## config.mk

```make
export PLATFORM = sky130hd
export DESIGN_NAME = amx_unit
export DESIGN_NICKNAME = d
export VERILOG_FILES = /design/src/amx_pkg.sv /design/src/amx_unit.sv
export SDC_FILE = /design/constraint.sdc
export NUM_CORES = 1
export LEC_CHECK = 0
export ABC_AREA = 1
export BUFFER_PORTS_ARGS = -buffer_cell sky130_fd_sc_hd__buf_2
export CAP_MARGIN = 20
export CORE_UTILIZATION = 35
export DETAILED_ROUTE_END_ITERATION = 8
export GPL_TIMING_DRIVEN = 0
export HOLD_SLACK_MARGIN = 0.12
export PLACE_DENSITY_LB_ADDON = 0.15
export SKIP_CTS_REPAIR_TIMING = 1
export SLEW_MARGIN = 20
export SYNTH_ARGS = -nofsm -noshare
export SYNTH_HDL_FRONTEND = slang
export SYNTH_SLANG_ARGS = --single-unit
```

## constraint.sdc

```tcl
create_clock -name pclk -period 2.55 [get_ports pclk]
set_input_delay 0.1275 -clock pclk [delete_from_list [all_inputs] [get_ports pclk]]
set_output_delay 0.1275 -clock pclk [all_outputs]
set_load 0.02 [all_outputs]
```

## src/amx_pkg.sv

```systemverilog
// Shared constants and carriers for the arithmetic, memory and operand exception unit.
// Assumes a 200 MHz processor clock and an APB master on the register side.
package amx_pkg;

  // ****************************************************
  // Arithmetic type codes
  // ****************************************************
  localparam logic [3:0] AMX_TC_NONE = 4'h0;
  localparam logic [3:0] AMX_TC_INT_OVF_T = 4'h1;
  localparam logic [3:0] AMX_TC_INT_DIV_T = 4'h2;
  localparam logic [3:0] AMX_TC_FLT_OVF_T = 4'h3;
  localparam logic [3:0] AMX_TC_DIV_ZERO_T = 4'h4;
  localparam logic [3:0] AMX_TC_FLT_UND_T = 4'h5;
  localparam logic [3:0] AMX_TC_DEC_OVF_T = 4'h6;
  localparam logic [3:0] AMX_TC_SUB_RNG_T = 4'h7;
  localparam logic [3:0] AMX_TC_FLT_OVF_F = 4'h8;
  localparam logic [3:0] AMX_TC_FLT_DIV_F = 4'h9;
  localparam logic [3:0] AMX_TC_FLT_UND_F = 4'ha;

  // ****************************************************
  // Exception classes (vector select)
  // ****************************************************
  typedef enum logic [2:0] {
    AMX_VEC_NONE,
    AMX_VEC_ARITH,
    AMX_VEC_ACV,
    AMX_VEC_TNV,
    AMX_VEC_RES_ADDR,
    AMX_VEC_RES_OPND
  } amx_vec_e;

  // ****************************************************
  // Register map
  // ****************************************************
  localparam logic [11:0] AMX_OFS_CTRL = 12'h000;
  localparam logic [11:0] AMX_OFS_STATUS = 12'h004;
  localparam logic [11:0] AMX_OFS_RESULT = 12'h008;
  localparam logic [11:0] AMX_OFS_COUNT = 12'h00c;
  localparam int AMX_CTRL_INT_OVF_EN = 0;
  localparam int AMX_CTRL_FLT_UND_EN = 1;
  localparam int AMX_CTRL_DEC_OVF_EN = 2;
  localparam logic [2:0] AMX_CTRL_RST = 3'h0;

  // Floating field positions (F format, sign at 15, exponent 14:7)
  localparam int AMX_FLT_SIGN = 15;
  localparam int AMX_FLT_EXP_HI = 14;
  localparam int AMX_FLT_EXP_LO = 7;
  localparam logic [31:0] AMX_FLT_RESOP = 32'h0000_8000;

  // ****************************************************
  // Carriers
  // ****************************************************
  typedef struct packed {
    logic n;
    logic z;
    logic v;
    logic c;
  } amx_cc_s;

  // Conditions reported by the execution datapath for one instruction
  typedef struct packed {
    logic done;
    logic no_ovf_op;
    logic polynomial_evaluate_op;
    logic int_ovf;
    logic int_div0;
    logic flt_ovf;
    logic flt_div0;
    logic dec_div0;
    logic flt_und;
    logic dec_ovf;
    logic sub_rng;
    logic flt_fault_form;
    logic acv;
    logic tnv;
    logic lit_bad;
    logic reg_bad;
    logic idx_bad;
    logic flt_opnd_chk;
    logic [31:0] flt_opnd;
    logic [31:0] true_low;
    logic [31:0] dividend;
    amx_cc_s cc_in;
    logic [31:0] pc_cur;
    logic [31:0] pc_next;
  } amx_req_s;

  // Report to the stack and vector dispatch
  typedef struct packed {
    logic valid;
    amx_vec_e vec;
    logic push_code;
    logic [31:0] type_code;
    logic [31:0] saved_pc;
    logic store_result;
    logic [31:0] result;
    logic cc_valid;
    amx_cc_s cc;
    logic set_first_part_done_flag;
    logic clr_first_part_done_trace_pending;
  } amx_rpt_s;

endpackage : amx_pkg

```

## src/amx_unit.sv

```systemverilog
// Exception detection and reporting for arithmetic, memory management and operand faults.
// Assumes the datapath presents one instruction's conditions per cycle on req, synchronous to pclk.
module amx_unit (
  // Clock and reset
  input wire logic pclk,
  input wire logic presetn,
  // APB slave
  input wire logic psel,
  input wire logic penable,
  input wire logic pwrite,
  input wire logic [11:0] paddr,
  input wire logic [31:0] pwdata,
  output logic [31:0] prdata,
  output logic pready,
  output logic pslverr,
  // Datapath conditions
  input wire amx_pkg::amx_req_s req,
  // Report to dispatch
  output amx_pkg::amx_rpt_s rpt
);

  // ****************************************************
  // Control register and APB
  // ****************************************************
  logic [2:0] ctrl_r;
  amx_pkg::amx_rpt_s rpt_nxt;
  logic [31:0] count_r;
  logic apb_wr;
  logic apb_rd;
  logic addr_ok;
  amx_pkg::amx_vec_e last_vec_r;
  logic [3:0] last_code_r;
  logic [31:0] last_result_r;

  assign apb_wr = psel && penable && pwrite;
  assign apb_rd = psel && !penable && !pwrite;
  assign pready = 1'b1;
  assign addr_ok = (paddr == amx_pkg::AMX_OFS_CTRL) || (paddr == amx_pkg::AMX_OFS_STATUS) ||
                   (paddr == amx_pkg::AMX_OFS_RESULT) || (paddr == amx_pkg::AMX_OFS_COUNT);
  assign pslverr = psel && penable && !addr_ok;

  always_ff @(posedge pclk or negedge presetn) begin
    if (!presetn) begin
      ctrl_r <= amx_pkg::AMX_CTRL_RST;
    end else if (apb_wr && paddr == amx_pkg::AMX_OFS_CTRL) begin
      ctrl_r <= pwdata[2:0];
    end
  end

  // ****************************************************
  // APB read path
  // ****************************************************
  always_ff @(posedge pclk or negedge presetn) begin
    if (!presetn) begin
      prdata <= 32'h0000_0000;
    end else if (apb_rd) begin
      unique case (paddr)
        amx_pkg::AMX_OFS_CTRL: prdata <= {29'h0000_0000, ctrl_r};
        amx_pkg::AMX_OFS_STATUS: prdata <= {25'h000_0000, last_vec_r, last_code_r};
        amx_pkg::AMX_OFS_RESULT: prdata <= last_result_r;
        amx_pkg::AMX_OFS_COUNT: prdata <= count_r;
        default: prdata <= 32'h0000_0000;
      endcase
    end
  end

  // ****************************************************
  // Detection and priority
  // ****************************************************
  logic int_overflow_trap_enable;
  logic float_underflow_trap_enable;
  logic decimal_overflow_trap_enable;
  logic flt_resop;
  logic res_addr;
  logic [3:0] code;

  assign int_overflow_trap_enable = ctrl_r[amx_pkg::AMX_CTRL_INT_OVF_EN];
  assign float_underflow_trap_enable = ctrl_r[amx_pkg::AMX_CTRL_FLT_UND_EN];
  assign decimal_overflow_trap_enable = ctrl_r[amx_pkg::AMX_CTRL_DEC_OVF_EN];
  // Sign set, exponent zero, in any operand or coefficient
  assign flt_resop = req.flt_opnd_chk && req.flt_opnd[amx_pkg::AMX_FLT_SIGN] &&
                     (req.flt_opnd[amx_pkg::AMX_FLT_EXP_HI:amx_pkg::AMX_FLT_EXP_LO] == 8'h00);
  assign res_addr = req.lit_bad || req.reg_bad || req.idx_bad;

  // ****************************************************
  // Arithmetic code priority
  // ****************************************************
  // Priority-ordered arithmetic code selection, one at most
  always_comb begin
    code = amx_pkg::AMX_TC_NONE;
    if (req.int_ovf && int_overflow_trap_enable && !req.no_ovf_op) begin
      code = amx_pkg::AMX_TC_INT_OVF_T;
    end else if (req.int_div0) begin
      code = amx_pkg::AMX_TC_INT_DIV_T;
    end else if (req.flt_ovf) begin
      code = req.flt_fault_form ? amx_pkg::AMX_TC_FLT_OVF_F : amx_pkg::AMX_TC_FLT_OVF_T;
    end else if (req.flt_div0) begin
      code = req.flt_fault_form ? amx_pkg::AMX_TC_FLT_DIV_F : amx_pkg::AMX_TC_DIV_ZERO_T;
    end else if (req.dec_div0) begin
      code = amx_pkg::AMX_TC_DIV_ZERO_T;
    end else if (req.flt_und && float_underflow_trap_enable) begin
      code = req.flt_fault_form ? amx_pkg::AMX_TC_FLT_UND_F : amx_pkg::AMX_TC_FLT_UND_T;
    end else if (req.dec_ovf && decimal_overflow_trap_enable) begin
      code = amx_pkg::AMX_TC_DEC_OVF_T;
    end else if (req.sub_rng) begin
      code = amx_pkg::AMX_TC_SUB_RNG_T;
    end
  end

  // ****************************************************
  // Report construction
  // ****************************************************
  always_comb begin
    rpt_nxt = '0;
    rpt_nxt.vec = amx_pkg::AMX_VEC_NONE;
    rpt_nxt.cc = req.cc_in;
    if (req.done) begin
      if (req.acv) begin
        rpt_nxt.valid = 1'b1;
        rpt_nxt.vec = amx_pkg::AMX_VEC_ACV;
        rpt_nxt.saved_pc = req.pc_cur;
        rpt_nxt.clr_first_part_done_trace_pending = 1'b0;
      end else if (req.tnv) begin
        rpt_nxt.valid = 1'b1;
        rpt_nxt.vec = amx_pkg::AMX_VEC_TNV;
        rpt_nxt.saved_pc = req.pc_cur;
      end else if (res_addr) begin
        rpt_nxt.valid = 1'b1;
        rpt_nxt.vec = amx_pkg::AMX_VEC_RES_ADDR;
        rpt_nxt.saved_pc = req.pc_cur;
      end else if (flt_resop) begin
        rpt_nxt.valid = 1'b1;
        rpt_nxt.vec = amx_pkg::AMX_VEC_RES_OPND;
        rpt_nxt.saved_pc = req.pc_cur;
        rpt_nxt.clr_first_part_done_trace_pending = 1'b1;
      end else if (code != amx_pkg::AMX_TC_NONE) begin
        rpt_nxt.valid = 1'b1;
        rpt_nxt.vec = amx_pkg::AMX_VEC_ARITH;
        rpt_nxt.push_code = 1'b1;
        rpt_nxt.type_code = {28'h000_0000, code};
        // Faults back up, traps complete
        rpt_nxt.saved_pc = (code >= amx_pkg::AMX_TC_FLT_OVF_F)
                           ? req.pc_cur : req.pc_next;
        unique case (code)
          amx_pkg::AMX_TC_INT_OVF_T: begin
            rpt_nxt.store_result = 1'b1;
            rpt_nxt.result = req.true_low;
            rpt_nxt.cc_valid = 1'b1;
            rpt_nxt.cc.n = req.true_low[31];
            rpt_nxt.cc.z = (req.true_low == 32'h0000_0000);
            rpt_nxt.cc.v = 1'b1;
          end
          amx_pkg::AMX_TC_INT_DIV_T: begin
            rpt_nxt.store_result = 1'b1;
            rpt_nxt.result = req.dividend;
            rpt_nxt.cc_valid = 1'b1;
            rpt_nxt.cc.v = 1'b1;
          end
          amx_pkg::AMX_TC_FLT_OVF_T, amx_pkg::AMX_TC_DIV_ZERO_T: begin
            if (!req.dec_div0 || req.flt_ovf || req.flt_div0) begin
              rpt_nxt.store_result = 1'b1;
              rpt_nxt.result = amx_pkg::AMX_FLT_RESOP;
              rpt_nxt.cc_valid = 1'b1;
              rpt_nxt.cc = '{n: 1'b1, z: 1'b0, v: 1'b1, c: 1'b0};
            end
          end
          amx_pkg::AMX_TC_FLT_UND_T: begin
            rpt_nxt.store_result = 1'b1;
            rpt_nxt.result = 32'h0000_0000;
            rpt_nxt.cc_valid = 1'b1;
            if (!req.polynomial_evaluate_op) begin
              rpt_nxt.cc = '{n: 1'b0, z: 1'b1, v: 1'b0, c: 1'b0};
            end
          end
          amx_pkg::AMX_TC_DEC_OVF_T: begin
            rpt_nxt.cc_valid = 1'b1;
            rpt_nxt.cc.v = 1'b1;
          end
          amx_pkg::AMX_TC_SUB_RNG_T: begin
            rpt_nxt.store_result = 1'b1;
            rpt_nxt.result = req.true_low;
            rpt_nxt.cc_valid = 1'b1;
          end
          amx_pkg::AMX_TC_FLT_OVF_F, amx_pkg::AMX_TC_FLT_UND_F: begin
            rpt_nxt.set_first_part_done_flag = req.polynomial_evaluate_op;
          end
          default: begin
            rpt_nxt.store_result = 1'b0;
          end
        endcase
      end
    end
  end

  // ****************************************************
  // Registered report, one block per concern
  // ****************************************************
  logic valid_r;
  amx_pkg::amx_vec_e vec_r;
  logic push_code_r;
  logic [31:0] type_code_r;
  logic [31:0] saved_pc_r;
  logic store_result_r;
  logic [31:0] result_r;
  logic cc_valid_r;
  amx_pkg::amx_cc_s cc_r;
  logic set_first_part_done_r;
  logic clr_flags_r;

  always_ff @(posedge pclk or negedge presetn) begin
    if (!presetn) begin
      valid_r <= 1'b0;
      vec_r <= amx_pkg::AMX_VEC_NONE;
    end else begin
      valid_r <= rpt_nxt.valid;
      vec_r <= rpt_nxt.vec;
    end
  end

  always_ff @(posedge pclk or negedge presetn) begin
    if (!presetn) begin
      push_code_r <= 1'b0;
      type_code_r <= 32'h0000_0000;
    end else begin
      push_code_r <= rpt_nxt.push_code;
      type_code_r <= rpt_nxt.type_code;
    end
  end

  always_ff @(posedge pclk or negedge presetn) begin
    if (!presetn) begin
      saved_pc_r <= 32'h0000_0000;
    end else begin
      saved_pc_r <= rpt_nxt.saved_pc;
    end
  end

  always_ff @(posedge pclk or negedge presetn) begin
    if (!presetn) begin
      store_result_r <= 1'b0;
      result_r <= 32'h0000_0000;
    end else begin
      store_result_r <= rpt_nxt.store_result;
      result_r <= rpt_nxt.result;
    end
  end

  always_ff @(posedge pclk or negedge presetn) begin
    if (!presetn) begin
      cc_valid_r <= 1'b0;
      cc_r <= '0;
    end else begin
      cc_valid_r <= rpt_nxt.cc_valid;
      cc_r <= rpt_nxt.cc;
    end
  end

  always_ff @(posedge pclk or negedge presetn) begin
    if (!presetn) begin
      set_first_part_done_r <= 1'b0;
      clr_flags_r <= 1'b0;
    end else begin
      set_first_part_done_r <= rpt_nxt.set_first_part_done_flag;
      clr_flags_r <= rpt_nxt.clr_first_part_done_trace_pending;
    end
  end

  // ****************************************************
  // Report outputs, straight from the flops
  // ****************************************************
  always_comb begin
    rpt.valid = valid_r;
    rpt.vec = vec_r;
    rpt.push_code = push_code_r;
    rpt.type_code = type_code_r;
    rpt.saved_pc = saved_pc_r;
    rpt.store_result = store_result_r;
    rpt.result = result_r;
    rpt.cc_valid = cc_valid_r;
    rpt.cc = cc_r;
    rpt.set_first_part_done_flag = set_first_part_done_r;
    rpt.clr_first_part_done_trace_pending = clr_flags_r;
  end

  // ****************************************************
  // Last exception, held for software reads
  // ****************************************************
  always_ff @(posedge pclk or negedge presetn) begin
    if (!presetn) begin
      last_vec_r <= amx_pkg::AMX_VEC_NONE;
    end else if (rpt_nxt.valid) begin
      last_vec_r <= rpt_nxt.vec;
    end
  end

  always_ff @(posedge pclk or negedge presetn) begin
    if (!presetn) begin
      last_code_r <= 4'h0;
    end else if (rpt_nxt.valid) begin
      last_code_r <= rpt_nxt.type_code[3:0];
    end
  end

  always_ff @(posedge pclk or negedge presetn) begin
    if (!presetn) begin
      last_result_r <= 32'h0000_0000;
    end else if (rpt_nxt.valid) begin
      last_result_r <= rpt_nxt.result;
    end
  end

  // ****************************************************
  // Event count
  // ****************************************************
  always_ff @(posedge pclk or negedge presetn) begin
    if (!presetn) begin
      count_r <= 32'h0000_0000;
    end else if (apb_wr && paddr == amx_pkg::AMX_OFS_COUNT) begin
      count_r <= 32'h0000_0000;
    end else if (rpt_nxt.valid) begin
      count_r <= count_r + 32'h0000_0001;
    end
  end

endmodule : amx_unit

```

==> out/qor.log <==
INFO  die            rows=61
INFO  layout         antenna-diode-count=0
INFO  pwr            total_power=7.30mW
INFO  layout         nNetsFinal=1,925
INFO  synth          syn_area=0.0101mm2
INFO  setup_path     setup.reg_to_reg.worst_slack=230ps
INFO  synth          async_reset_ff_share=100%
INFO  sta            timing.final.crit_period=2320ps
INFO  routing        routed.top_layer=met4
INFO  placed_design  place.port_buffers=291
INFO  synth          synth_enable_flop_cells=0
INFO  synth          synth_common_cells=361 x sky130_fd_sc_hd__nand2_1, 187 x sky130_fd_sc_hd__dfrtp_1, 154 x sky130_fd_sc_hd__inv_1, 108 x sky130_fd_sc_hd__nand3_1, 66 x sky130_fd_sc_hd__nor2_1
INFO  sta            tightestPinTransition=1050ps
INFO  routing        met3_length=1490um
INFO  setup_path     worst_r2r_path_depth=8
INFO  routing        drt-vias-per-instance=4.66
INFO  layout         fillerInstances=2,750
INFO  setup_path     cp_data_arrival_time=2680ps
INFO  pwr            vdd_ir_drop_max=0.327mV
INFO  pwr            powerDensity=526mW/mm2
INFO  grt            grt_max_degree=81
INFO  placed_design  detailedPlacementHpwl=26,000um
INFO  grt            number_of_global_route_vias_before_repair=9,120
INFO  routing        detail_route.wirelength=33,900um
INFO  die            start_util=35.9%
INFO  layout         multiInputGateArea=0.00435mm2
INFO  clock_network  clock_sink_count=187
INFO  sta            fin_crit_sh=91.1%
INFO  synth          post-synth-top-count-cell=sky130_fd_sc_hd__nand2_1
INFO  flow_run       maxCapViolations=0
INFO  setup_path     cp-start-kind=flip-flop
INFO  synth          synth_warnings=0
INFO  routing        num_vias=9,705
INFO  worst_hold_path whs_endpoint=result_r[16]$_DFF_PN0_
INFO  sta            setup_viol=0
INFO  placed_design  finalWeightedCongestion=0.898
INFO  layout         area_growth=38.1%
INFO  grt            grt.total_usage=22.7%
INFO  routing        drt_iter0_markers=499
INFO  clock_network  cts_max_path_buffers=2
INFO  synth          synth_largest_type_area_fraction=46.5%
INFO  setup_path     crit_required=2910ps
INFO  layout         fraction_of_final_layout_cells_sized_beyond_drive_strength_1=28.9%
INFO  routing        drcViolationCount=0
INFO  routing        met1Wirelength=15,000um
INFO  setup_path     timing.setup.critical_path_class=reg2reg
INFO  clock_network  cts_htree_levels=4
INFO  pwr            power.static_leakage=7.70nW
INFO  worst_hold_path holdCritStartpoint=req[116]
INFO  setup_path     max_stage_delay=590ps
INFO  clock_network  cts_tree=built
INFO  clock_network  cts_inserted_buffers=17
INFO  die            boundary_pins=374
INFO  die            dieWidth=172um
INFO  setup_path     critical-path-slowest-cell=sky130_fd_sc_hd__dlygate4sd3_1
INFO  sta            relative_max_transition_margin=29.9%
INFO  grt            number_of_antenna_violations_at_the_first_check_in_global_routing=0
INFO  synth          yosysSeqAreaShare=46.5%
INFO  grt            grt_pass1_wl=50,100um
INFO  layout         seq_area=0.00468mm2
INFO  die            floorplan.core_area=0.0280mm2
INFO  sta            fmaxAchievable=431MHz
INFO  synth          ys_seq_elements=187
INFO  synth          synth.area.top_cells=sky130_fd_sc_hd__dfrtp_1 47%, sky130_fd_sc_hd__nand2_1 13%, sky130_fd_sc_hd__inv_1 5.7%, sky130_fd_sc_hd__nand3_1 5.4%, sky130_fd_sc_hd__mux2_2 4.6%
INFO  synth          netlist_instances=1,241
INFO  sta            fin_setup_tns=0ps
INFO  clock_network  clkLatencyLatePin=450ps
INFO  die            area_of_the_die=0.0294mm2
INFO  routing        wire_per_inst=16.3um
INFO  sta            final_layout_worst_hold_slack=73.8ps
INFO  outcome        run_status=complete, no violations
INFO  routing        drt.antenna.violating_nets=0
INFO  setup_path     regToRegEndpoint=saved_pc_r[31]$_DFF_PN0_
INFO  sta            report.final.slew_viol_count=0
INFO  sta            report.final.hold_viol_count=0
INFO  synth          yosys.cell_types.count=38
INFO  setup_path     critical_path.endpoint_type=flip-flop
INFO  die            chip_height=172um
INFO  synth          synthesis.area_per_instance=8.11um2
INFO  setup_path     critPathMaxFanout=10
INFO  routing        detailroute.wirelength.met2=16,800um
INFO  worst_hold_path hold_path.class=in2reg
INFO  sta            worst_clock_skew=14.2ps
INFO  synth          synthDominantAreaCellType=sky130_fd_sc_hd__dfrtp_1
INFO  sta            unrepaired_setup_endpoints_after_global_routing=no
INFO  clock_network  worst_setup_hold_path_clk_slew=80ps
INFO  grt            global_route.overflow_total=0
INFO  synth          synth_flop_cell=sky130_fd_sc_hd__dfrtp_1
INFO  worst_hold_path number_of_cells_on_the_worst_hold_path=5
INFO  routing        first_pass_iters=5
INFO  setup_path     cells_along_the_critical_path=nand3_2 > inv_2 > nor2_1 > nand2_4 > clkbuf_1 > a21oi_1 > dlygate4sd3_1 > nor3_1
INFO  setup_path     critical_path.reg2reg.startpoint=ctrl_r[0]$_DFFE_PN0P_
INFO  clock_network  cts-root-buf=sky130_fd_sc_hd__clkbuf_16
## power by group
part           leakage, nW  switching [mW]  internal, mW
combinational         4.89           0.740         0.556
clock                0.297            1.35          1.41
sequential            2.52           0.142          3.11
total                 7.70            2.23          5.07
## worst max path at each step
stage                                 startpoint                       end  depth (start not counted)
final                      ctrl_r[0]$_DFFE_PN0P_  saved_pc_r[31]$_DFF_PN0_                          8
after floorplan            ctrl_r[0]$_DFFE_PN0P_  saved_pc_r[10]$_DFF_PN0_                          9
after global routing      count_r[1]$_DFFE_PN0P_   count_r[26]$_DFFE_PN0P_                         12
after detailed placement  count_r[0]$_DFFE_PN0P_   count_r[26]$_DFFE_PN0P_                         12
after CTS                 count_r[0]$_DFFE_PN0P_   count_r[26]$_DFFE_PN0P_                         12
after global placement                   presetn    result_r[25]$_DFF_PN0_                          1
## worst max-delay path: cells and delay by family (launching register included)
| kind | cells | cell delay [ps] |
|---|---|---|
| compound gates | 1 | 140 |
| buf+inv | 3 | 1190 |
| flops | 1 | 380 |
| simple gates | 4 | 530 |
## routing by layer
metal | vias to the layer above | GRT usage, %
li1 | 4790 | -
met1 | 4579 | 29.9
met2 | 287 | 37.8
met3 | 49 | 3.68
met4 | 0 | 7.34
met5 | - | 0
## cell usage in the layout, fill, tap and decap left out, drive strengths merged, types with 4 or more instances in the layout
| cell | count |
|---|---|
| dfrtp | 187 |
| buf | 359 |
| mux2 | 41 |
| conb | 29 |
| nor2 | 69 |
| xor2 | 28 |
| nor3 | 31 |
| inv | 172 |
| clkbuf | 33 |
| dlygate4sd3 | 113 |
| o21ai | 26 |
| or2 | 9 |
| a21oi | 17 |
| clkinv | 4 |
| nor4 | 9 |
| nand4 | 13 |
| nand2 | 373 |
| nand3b | 24 |
| nand3 | 123 |
| o22ai | 37 |
## through the flow
step                std cells  instance area [um2]  setup slack (ps)  util (%)
floorplan                1268                10200               751         -
global placement         1937                12100             -1980      43.2
detailed placement       1939                12200               163      43.4
CTS                      1971                12800               147      45.5
global route             2084                13900              71.8      49.6
finish                   2084                13900               228      49.6
## kinds of logic after synthesis
kind of cell,Yosys count,share of synthesized area (%)
AO/OA/AOI/OAI,85,5.16
XOR/XNOR,28,2.44
adder cells (fa/ha/maj),1,0.124
buffers and inverters,244,11.4
flip-flops,187,46.5
multiplexers,41,4.59
other,2,0.0746
AND/OR/NAND/NOR,653,29.7
## state kept, by name (all words and copies together), names as in the netlist, 3 cells and up
name / count
last_result_r: 32
type_code_r: 4
saved_pc_r: 32
last_code_r: 4
rpt: 4
result_r: 32
prdata: 32
last_vec_r: 3
ctrl_r: 3
vec_r: 3
count_r: 32
## area by class of cell
cell class	instances	area share [%]
multi-input combinational	837	31.3
timing repair buffer	406	19.1
inverter	162	4.38
clock buffer	17	3.06
tap	378	3.40
clock inverter	15	1.25
buffer	82	3.85
sequential	187	33.7
No activity file was read; power rests on OpenSTA's default activity.
